==> src/rtl/pwmct_defs.vh <==
// Purpose: shared constants of the dual group pulse and capture timer
// Assumes: included by its bare name from the design files
// Notes:   definitions only, no logic
`ifndef PWMCT_DEFS_VH
`define PWMCT_DEFS_VH

// widths of the documented datapaths
`define PWMCT_CNT_W      16
`define PWMCT_PRE_W      8
`define PWMCT_DZ_W       8
`define PWMCT_DIVSEL_W   3
`define PWMCT_DIVCNT_W   4

// clock divider select codes
`define PWMCT_DIV_1      3'h0
`define PWMCT_DIV_2      3'h1
`define PWMCT_DIV_4      3'h2
`define PWMCT_DIV_8      3'h3
`define PWMCT_DIV_16     3'h4

// divider masks, tick when masked divider bits are all ones
`define PWMCT_MASK_1     4'h0
`define PWMCT_MASK_2     4'h1
`define PWMCT_MASK_4     4'h3
`define PWMCT_MASK_8     4'h7
`define PWMCT_MASK_16    4'hF

// reset values
`define PWMCT_CNT_RST    16'h0000
`define PWMCT_PRE_RST    8'h00
`define PWMCT_DZ_RST     8'h00
`define PWMCT_DIVCNT_RST 4'h0

`endif

==> src/rtl/pwmct_top.v <==
// Purpose: two groups of pulse generators, eight down-counting timers,
//          dead-zone pairs and edge capture on the same pins
// Assumes: one clock clk, asynchronous active low reset arst_n,
//          control bits arrive as plain ports from the same clock domain
// Notes:   capture pins are synchronised by two flip-flops, so an edge
//          is seen three clocks after the pin moves and pulses shorter
//          than one clock may be lost
//          period and compare buffers are taken only at a start or at
//          zero, so software may write them at any time
//          a flag set and its clear in one cycle leave the flag set
//
// Overview of operation
// - four generators, eight outputs or four pairs
// - 8-bit prescaler then divider 1,2,4,8,16
// - two timers per generator, 16-bit counter, comparator
// - zero count sets that timer's own flag
// - interrupt only when matching enable bit set
// - auto-reload reloads period at zero, repeats
// - one-shot halts at zero, one interrupt only
// - pair zero/one follows timer zero, dead-zone zero
// - other pairs follow timers two, four, six
// - period and compare buffers load at zero
// - output goes high when count meets compare
// - capture enable turns output pin into input
// - capture shares timer; software configures it first
// - rising edge copies count to rising latch
// - falling edge copies count to falling latch
// - separate rising and falling capture interrupt enables
// - capture interrupt reloads same-index timer counter
// - writing one clears the interrupt flag
`timescale 1ns/1ps
`include "pwmct_defs.vh"

module pwmct_top
#(
  parameter CH   = 8,                    // timers and pins
  parameter GEN  = 4,                    // generators, two timers each
  parameter CW   = `PWMCT_CNT_W,         // counter width
  parameter PW   = `PWMCT_PRE_W,         // prescaler width
  parameter DW   = `PWMCT_DZ_W           // dead count width
)
(
  input  wire                            clk,
  input  wire                            arst_n,
  input  wire [GEN*PW-1:0]               prescale,
  input  wire [CH*`PWMCT_DIVSEL_W-1:0]   divSel,
  input  wire [CH*CW-1:0]                periodBuf,
  input  wire [CH*CW-1:0]                compareBuf,
  input  wire [CH-1:0]                   timerRun,
  input  wire [CH-1:0]                   autoReload,
  input  wire [CH-1:0]                   timerIrqEn,
  input  wire [GEN-1:0]                  pairDeadzoneEnable,
  input  wire [GEN*DW-1:0]               deadCount,
  input  wire [CH-1:0]                   captureEnable,
  input  wire [CH-1:0]                   riseLatchIrqEn,
  input  wire [CH-1:0]                   fallLatchIrqEn,
  input  wire [CH-1:0]                   timerFlagClr,
  input  wire [CH-1:0]                   riseFlagClr,
  input  wire [CH-1:0]                   fallFlagClr,
  input  wire [CH-1:0]                   pinIn,
  output wire [CH-1:0]                   pinOut,
  output wire [CH-1:0]                   pinOe,
  output wire [CH*CW-1:0]                counterValue,
  output wire [CH*CW-1:0]                risingCaptureLatch,
  output wire [CH*CW-1:0]                fallingCaptureLatch,
  output wire [CH-1:0]                   timerFlag,
  output wire [CH-1:0]                   riseFlag,
  output wire [CH-1:0]                   fallFlag,
  output wire [CH-1:0]                   timerRunning,
  output wire                            pulseIrq
);

  // codes above divide by sixteen fall back to no division
  // divider select code to the mask of divider bits that must be ones
  function [`PWMCT_DIVCNT_W-1:0] divMask;
    input [`PWMCT_DIVSEL_W-1:0] sel;
    begin
      case (sel)
        `PWMCT_DIV_2:  divMask = `PWMCT_MASK_2;
        `PWMCT_DIV_4:  divMask = `PWMCT_MASK_4;
        `PWMCT_DIV_8:  divMask = `PWMCT_MASK_8;
        `PWMCT_DIV_16: divMask = `PWMCT_MASK_16;
        default:       divMask = `PWMCT_MASK_1;
      endcase
    end
  endfunction

  // strobes shared between the generate loops
  wire [GEN-1:0] preTick;                 // prescaler terminal pulse
  wire [CH-1:0]  cntTick;                 // per-timer count pulse
  wire [CH-1:0]  rawHigh;                 // comparator output per timer
  wire [CH-1:0]  runW;                    // timer running per timer
  wire [CH-1:0]  irqSrc;                  // enabled pending sources
  reg            irq_q;                   // registered interrupt line

  // one 8-bit prescaler per generator
  // both timers of a generator step from this one terminal pulse
  genvar g;
  generate
    for (g = 0; g < GEN; g = g + 1)
    begin : genPre
      reg [PW-1:0] pre_q;                 // prescaler count
      wire [PW-1:0] preLim = prescale[g*PW +: PW];
      assign preTick[g] = (pre_q == preLim);
      // divides the clock by prescale plus one
      // a new limit below the count wraps through the full range once
      always @(posedge clk or negedge arst_n)
      begin
        if (!arst_n)
          pre_q <= `PWMCT_PRE_RST;
        else if (preTick[g])
          pre_q <= `PWMCT_PRE_RST;
        else
          pre_q <= pre_q + 1'b1;
      end
    end
  endgenerate

  // one timer, output stage and capture channel per index
  // odd timers keep counting in pair mode; only their pins are borrowed
  genvar i;
  generate
    for (i = 0; i < CH; i = i + 1)
    begin : genCh
      // fold the index into its pair master and its generator
      localparam M = (i / 2) * 2;         // pair master timer index
      localparam P = i / 2;               // pair and generator index
      reg [`PWMCT_DIVCNT_W-1:0] div_q;    // clock divider count
      reg [CW-1:0] cnt_q;                 // period down counter
      reg [CW-1:0] perA_q;                // active period
      reg [CW-1:0] cmpA_q;                // active compare
      reg          run_q;                 // counter running
      reg          runPrev_q;             // last timerRun, for start edge
      reg          tFlag_q;               // period zero flag
      reg          sync1_q;               // pin synchroniser first stage
      reg          sync2_q;               // pin synchroniser second stage
      reg          pinPrev_q;             // previous synced level
      reg [CW-1:0] riseL_q;               // rising capture latch
      reg [CW-1:0] fallL_q;               // falling capture latch
      reg          rFlag_q;               // rising capture flag
      reg          fFlag_q;               // falling capture flag
      reg [DW-1:0] dz_q;                  // dead-zone delay count
      reg          out_q;                 // registered pin value
      reg          oe_q;                  // registered pin enable
      // per-index slices of the packed buses
      wire [CW-1:0] perBuf = periodBuf[i*CW +: CW];
      wire [CW-1:0] cmpBuf = compareBuf[i*CW +: CW];
      wire [`PWMCT_DIVCNT_W-1:0] mask =
        divMask(divSel[i*`PWMCT_DIVSEL_W +: `PWMCT_DIVSEL_W]);
      wire zeroEvt  = run_q & cntTick[i] & (cnt_q == `PWMCT_CNT_RST);
      wire riseEdge = captureEnable[i] & sync2_q & ~pinPrev_q;
      wire fallEdge = captureEnable[i] & ~sync2_q & pinPrev_q;
      // a capture that raises its interrupt also restarts the period
      wire capIrq   = (riseEdge & riseLatchIrqEn[i]) |
                      (fallEdge & fallLatchIrqEn[i]);
      wire dzOn     = pairDeadzoneEnable[P];
      wire [DW-1:0] deadLim = dzOn ? deadCount[P*DW +: DW] : `PWMCT_DZ_RST;
      wire dzTick   = dzOn ? cntTick[M] : cntTick[i];
      reg  target;                        // undelayed output level

      assign cntTick[i] = preTick[P] & ((div_q & mask) == mask);
      assign rawHigh[i] = run_q & (cnt_q <= cmpA_q);
      assign runW[i]    = run_q;

      // free running divider stepped by the generator prescaler
      // never cleared on a start, so the first tick after a start may
      // come early by up to one divided period
      always @(posedge clk or negedge arst_n)
      begin
        if (!arst_n)
          div_q <= `PWMCT_DIVCNT_RST;
        else if (preTick[P])
          div_q <= div_q + 1'b1;
      end

      // period down counter with double-buffered period and compare
      // priority: stop, start, capture reload, zero event, plain tick
      // capture reload uses the active period, not the buffer
      always @(posedge clk or negedge arst_n)
      begin
        if (!arst_n)
        begin
          cnt_q     <= `PWMCT_CNT_RST;
          perA_q    <= `PWMCT_CNT_RST;
          cmpA_q    <= `PWMCT_CNT_RST;
          run_q     <= 1'b0;
          runPrev_q <= 1'b0;
        end
        else
        begin
          runPrev_q <= timerRun[i];
          if (!timerRun[i])
            run_q <= 1'b0;
          else if (!runPrev_q)
          begin
            // start edge takes the buffers at once
            run_q  <= 1'b1;
            cnt_q  <= perBuf;
            perA_q <= perBuf;
            cmpA_q <= cmpBuf;
          end
          else if (run_q && capIrq)
            cnt_q <= perA_q;
          else if (zeroEvt)
          begin
            // buffers move only here and at the start edge, so no partial period escapes
            perA_q <= perBuf;
            cmpA_q <= cmpBuf;
            // auto-reload restarts from the newly taken period
            if (autoReload[i])
              cnt_q <= perBuf;
            else
              run_q <= 1'b0;
          end
          else if (run_q && cntTick[i])
            cnt_q <= cnt_q - 1'b1;
        end
      end

      // period flag, set wins over a same-cycle clear
      // a clear held longer than one cycle wipes a flag set during it on the next cycle
      always @(posedge clk or negedge arst_n)
      begin
        if (!arst_n)
          tFlag_q <= 1'b0;
        else
          tFlag_q <= (tFlag_q & ~timerFlagClr[i]) | zeroEvt;
      end

      // two-stage synchroniser, edges seen after the second stage only
      // the first stage may go metastable, so only the second feeds logic
      // pinPrev holds the level one clock older for edge detection
      always @(posedge clk or negedge arst_n)
      begin
        if (!arst_n)
        begin
          sync1_q   <= 1'b0;
          sync2_q   <= 1'b0;
          pinPrev_q <= 1'b0;
        end
        else
        begin
          sync1_q   <= pinIn[i];
          sync2_q   <= sync1_q;
          pinPrev_q <= sync2_q;
        end
      end

      // capture latches and their flags
      // latches take the count before any same-edge reload or decrement
      // edges are flagged even with interrupts off, so software can poll
      always @(posedge clk or negedge arst_n)
      begin
        if (!arst_n)
        begin
          riseL_q <= `PWMCT_CNT_RST;
          fallL_q <= `PWMCT_CNT_RST;
          rFlag_q <= 1'b0;
          fFlag_q <= 1'b0;
        end
        else
        begin
          if (riseEdge)
            riseL_q <= cnt_q;
          if (fallEdge)
            fallL_q <= cnt_q;
          rFlag_q <= (rFlag_q & ~riseFlagClr[i]) | riseEdge;
          fFlag_q <= (fFlag_q & ~fallFlagClr[i]) | fallEdge;
        end
      end

      // pick the level before dead-zone delay
      // the odd side of a pair is the inverse of the even timer and
      // stays low whenever that timer is stopped
      always @*
      begin
        if (dzOn && (i % 2 == 0))
          target = rawHigh[M];
        else if (dzOn)
          target = runW[M] & ~rawHigh[M];
        else
          target = rawHigh[i];
      end

      // rising edges wait deadLim ticks, falling edges pass at once,
      // so the two sides of a pair are never high together
      // outside pair mode the limit is zero and a rise passes at once
      always @(posedge clk or negedge arst_n)
      begin
        if (!arst_n)
        begin
          dz_q  <= `PWMCT_DZ_RST;
          out_q <= 1'b0;
          oe_q  <= 1'b0;
        end
        else
        begin
          oe_q <= ~captureEnable[i];
          if (!target)
          begin
            dz_q  <= `PWMCT_DZ_RST;
            out_q <= 1'b0;
          end
          else if (dz_q >= deadLim)
            out_q <= 1'b1;
          else if (dzTick)
            dz_q <= dz_q + 1'b1;
        end
      end

      // sources pass only when their own enable is set
      // flags stay sticky; the enables gate the request line, and the capture ones also gate the period restart
      assign irqSrc[i] = (tFlag_q & timerIrqEn[i]) |
                         (rFlag_q & riseLatchIrqEn[i]) |
                         (fFlag_q & fallLatchIrqEn[i]);

      // every output below comes straight from a flip-flop
      assign pinOut[i]                    = out_q;
      assign pinOe[i]                     = oe_q;
      assign counterValue[i*CW +: CW]     = cnt_q;
      assign risingCaptureLatch[i*CW +: CW]  = riseL_q;
      assign fallingCaptureLatch[i*CW +: CW] = fallL_q;
      assign timerFlag[i]                 = tFlag_q;
      assign riseFlag[i]                  = rFlag_q;
      assign fallFlag[i]                  = fFlag_q;
      assign timerRunning[i]              = run_q;
    end
  endgenerate

  // single registered request line, one cycle behind the flags
  // registered so the line never glitches while flags settle
  always @(posedge clk or negedge arst_n)
  begin
    if (!arst_n)
      irq_q <= 1'b0;
    else
      irq_q <= |irqSrc;
  end

  // level request, held while any enabled flag stays set
  assign pulseIrq = irq_q;

endmodule

==> config.mk <==
export PLATFORM = sky130hd
export DESIGN_NAME = pwmct_top
export DESIGN_NICKNAME = d
export VERILOG_FILES = /design/src/rtl/pwmct_top.v
export VERILOG_INCLUDE_DIRS = /design/src /design/src/rtl
export SDC_FILE = /design/constraint.sdc
export NUM_CORES = 2
export LEC_CHECK = 0
export ABC_AREA = 0
export BUFFER_PORTS_ARGS = -buffer_cell sky130_fd_sc_hd__buf_2
export CORE_AREA = 10 10 332 334
export DETAILED_ROUTE_END_ITERATION = 12
export DIE_AREA = 0 0 342 344
export PLACE_DENSITY = 0.67
export SETUP_SLACK_MARGIN = 0.2
export SYNTH_ARGS = -nofsm -noshare
export SYNTH_HDL_FRONTEND = slang
export SYNTH_SLANG_ARGS = --single-unit
==> constraint.sdc <==
create_clock -name clk -period 3.4 [get_ports clk]
set_input_delay 0.68 -clock clk [delete_from_list [all_inputs] [get_ports clk]]
set_output_delay 0.68 -clock clk [all_outputs]
set_load 0.05 [all_outputs]
==> results.json <==
{
  "hold_viol_final": 0,
  "port_buffers": 862,
  "endpoint": "genCh[2].perA_q[14]",
  "synth_area_leaders": "dfrtp_1, mux2_2, ha_1",
  "tns_ns": 0,
  "timing.rr.start": "genCh[2].cnt_q[9]",
  "crit_chain": "or4_4 -> or4b_4 -> or4_4 -> or4b_4 -> nand2_8 -> nand2_8 -> mux2_4",
  "drive_above_1_share": 0.346,
  "synth-main-ff-cell": "dfrtp_1",
  "yosys.cell_types.count": 88,
  "syn_inst": 3962,
  "final_common_cell": "buf_2",
  "routed_wl_um": 152000,
  "via_per_inst": 5.49,
  "yosysSeqAreaShare": 0.495,
  "syn_avg_cell_area_um2": 10.8,
  "clockBufferDepth": 3,
  "setup_viol": 0,
  "overflow": 0,
  "tightest_slew_ns": 1.14,
  "initial_core_util": 0.416,
  "slew_headroom": 0.241,
  "antenna_left": 0,
  "rsz0062_at_grt": "true",
  "grt_pass1_wl_um": 225000,
  "netlist_area_um2": 42900,
  "htree_levels": 3,
  "pwr-share-clk": 0.296,
  "yosysTopAreaCell": "dfrtp_1",
  "routedWlPerCell_um": 23.6,
  "cpMaxStageDelayCell": "or4b_4",
  "ys_warn_count": 0,
  "cts_root_buffer": "clkbuf_16",
  "p_int_mw": 22.5,
  "hpwl_um": 117000,
  "die-height_um": 344,
  "fp.dieArea_um2": 118000,
  "drt_iter0_drc": 2760,
  "startpoint": "genCh[2].cnt_q[9]",
  "powerDensity_nw_per_um2": 696,
  "async_flop_share": 1.00,
  "cts_tree": "yes",
  "fin_util": 0.515,
  "final_cell_mix": "buf_2, dfrtp_1, mux2_2",
  "peakVddDrop_mv": 0.534,
  "reg2reg_slack_ns": 0.14,
  "fin_nets": 5587,
  "cts_hold_buf": 0,
  "netSwitchingFraction": 0.392,
  "start_kind": "register",
  "leakagePower_nw": 25.4,
  "power_frac_comb": 0.336,
  "num_rows": 118,
  "dieWidth_um": 342,
  "clk_pin_slew_worst_paths_ns": 0.06,
  "grt_max_degree": 79,
  "r2r_end": "genCh[2].perA_q[14]",
  "end_kind": "register",
  "area_growth_pct": 23.9,
  "core_um2": 103000,
  "cap_viol_max_count": 0,
  "ys_seq_elements": 849,
  "fin_crit_sh": 0.958,
  "antenna_found_initial": 62,
  "clock.fmax_ghz": 0.307,
  "ios": 863,
  "cts_num_sinks": 849,
  "synth_top_area_share": 0.495,
  "cts_buffers": 95,
  "syn-num-nets": 4620,
  "status": "finished, final reports clean",
  "grt_usage": 0.247,
  "synth-edff-count": 0,
  "critPathKind": "register to register",
  "drt_first_pass_iters": 7,
  "cp_max_fo": 8,
  "power_switching_mw": 14.5,
  "finClkSkew_ns": 0.0220,
  "grt_pass1_vias": 35200,
  "cpPeakStageDelay_ns": 0.58,
  "gp_congestion": 0.915,
  "required_ns": 3.94,
  "via_count": 35300,
  "clock_latency_ns": 0.68,
  "maxSlewViolCount": 0,
  "period_minus_slack_ns": 3.26,
  "crit_arrival_ns": 3.80,
  "drc_errors": 0,
  "min_path_type": "primary input to asynchronous set/reset pin",
  "r2r_cells": 7,
  "seq_power_share": 0.368
}
==> Yosys cell counts (60+ instances only) <==
cell type,count
dfrtp_1,849
mux2_2,418
nand2_1,328
nor2_1,241
inv_1,235
o21ai_0,232
ha_1,228
a21oi_1,126
clkbuf_1,117
nand3_1,104
xor2_1,94
xnor2_1,90
nor3_1,63
nand4_1,60
==> cell type report <==
| class | count | area, um^2 |
|---|---|---|
| clock inverters | 41 | 542 |
| repair buffers | 1061 | 5920 |
| multi-input cells | 2687 | 20000 |
| inverters | 235 | 882 |
| clock buffers | 130 | 2770 |
| fillers | 9207 | 50000 |
| flip-flops and latches | 849 | 21300 |
| well taps | 1380 | 1730 |
| diodes | 48 | 120 |
==> power groups by stage <==
stage               registers [mW]  clock network, mW  logic, mW
floorplan                     17.8                  0       4.16
global placement              13.7                  0       12.2
detailed placement            13.8                  0       12.4
CTS                           13.6               11.2       12.5
global route                  13.9               11.6       13.3
finish                        13.6               11.0       12.4
==> metal layers <==
metal	up-vias	track usage	wire, um
li1	16200	-	-
met2	1314	0.413	73800
met1	17500	0.302	60800
met5	-	0	214
met4	36	0.105	5730
met3	312	0.0626	11400
==> metrics by stage <==
step / setup WS, ns / hold WS, ns / instances / power [mW] / area (um^2)
after floorplan: 0.0305 / 0.331 / 3962 / 22.0 / 43000
after global placement: 0.0936 / 0.334 / 6207 / 25.9 / 49700
after detailed placement: 0.0560 / 0.335 / 6207 / 26.2 / 49700
after CTS: 0.166 / 0.0286 / 6383 / 37.2 / 53000
after global routing: 0.0925 / 0.0603 / 6413 / 38.7 / 53100
final: 0.143 / 0.0538 / 6431 / 37.0 / 53200
==> flip-flops by register name, indices dropped and copies added (netlist names), 32 cells and up <==
register / flops
genCh.cmpA_q: 128
genCh.dz_q: 64
genCh.fallL_q: 128
genCh.riseL_q: 128
genPre.pre_q: 32
genCh.cnt_q: 128
genCh.div_q: 32
genCh.perA_q: 128
==> worst max-delay path, delay by kind of cell (launching register included) <==
family | cells | cell delay, ns
flops | 1 | 0.39
simple gates | 6 | 2.42
mux | 1 | 0.33
==> repair_timing <==
action / 4_1_cts / 5_1_grt
gates resized for setup: 4 / 12
setup buffers: 2 / 0
pin swaps: 4 / 3
cloned: 3 / 0
setup endpoints to repair: 51 / 83
==> how the worst min path moves through the flow <==
| stage | startpoint | endpoint | slack (ns) | cells past startpoint |
|---|---|---|---|---|
| 5_1_grt | arst_n | genCh[5].cmpA_q[4] | 0.06 | 1 |
| 3_5_place_dp | genCh[1].sync1_q | genCh[1].sync2_q | 0.33 | 0 |
| 2_1_floorplan | genCh[0].sync1_q | genCh[0].sync2_q | 0.33 | 0 |
| 4_1_cts | arst_n | genCh[5].cmpA_q[4] | 0.03 | 1 |
| 3_3_place_gp | genCh[0].sync1_q | genCh[0].sync2_q | 0.33 | 0 |
| 6_report | arst_n | genCh[5].cmpA_q[1] | 0.05 | 1 |
==> logic make-up (layout without fill, tap and decap cells) <==
group / Yosys count / count (layout) / share of synthesized area
other cells: 0 / 48 / 0
compound gates: 757 / 757 / 0.116
flops: 849 / 849 / 0.495
xor+xnor: 184 / 184 / 0.0375
buf+inv: 429 / 1467 / 0.0433
simple gates: 1061 / 1064 / 0.121
fa+ha+maj: 228 / 228 / 0.0664
mux: 454 / 454 / 0.122
Note: power is estimated with default switching activity, not from simulation.
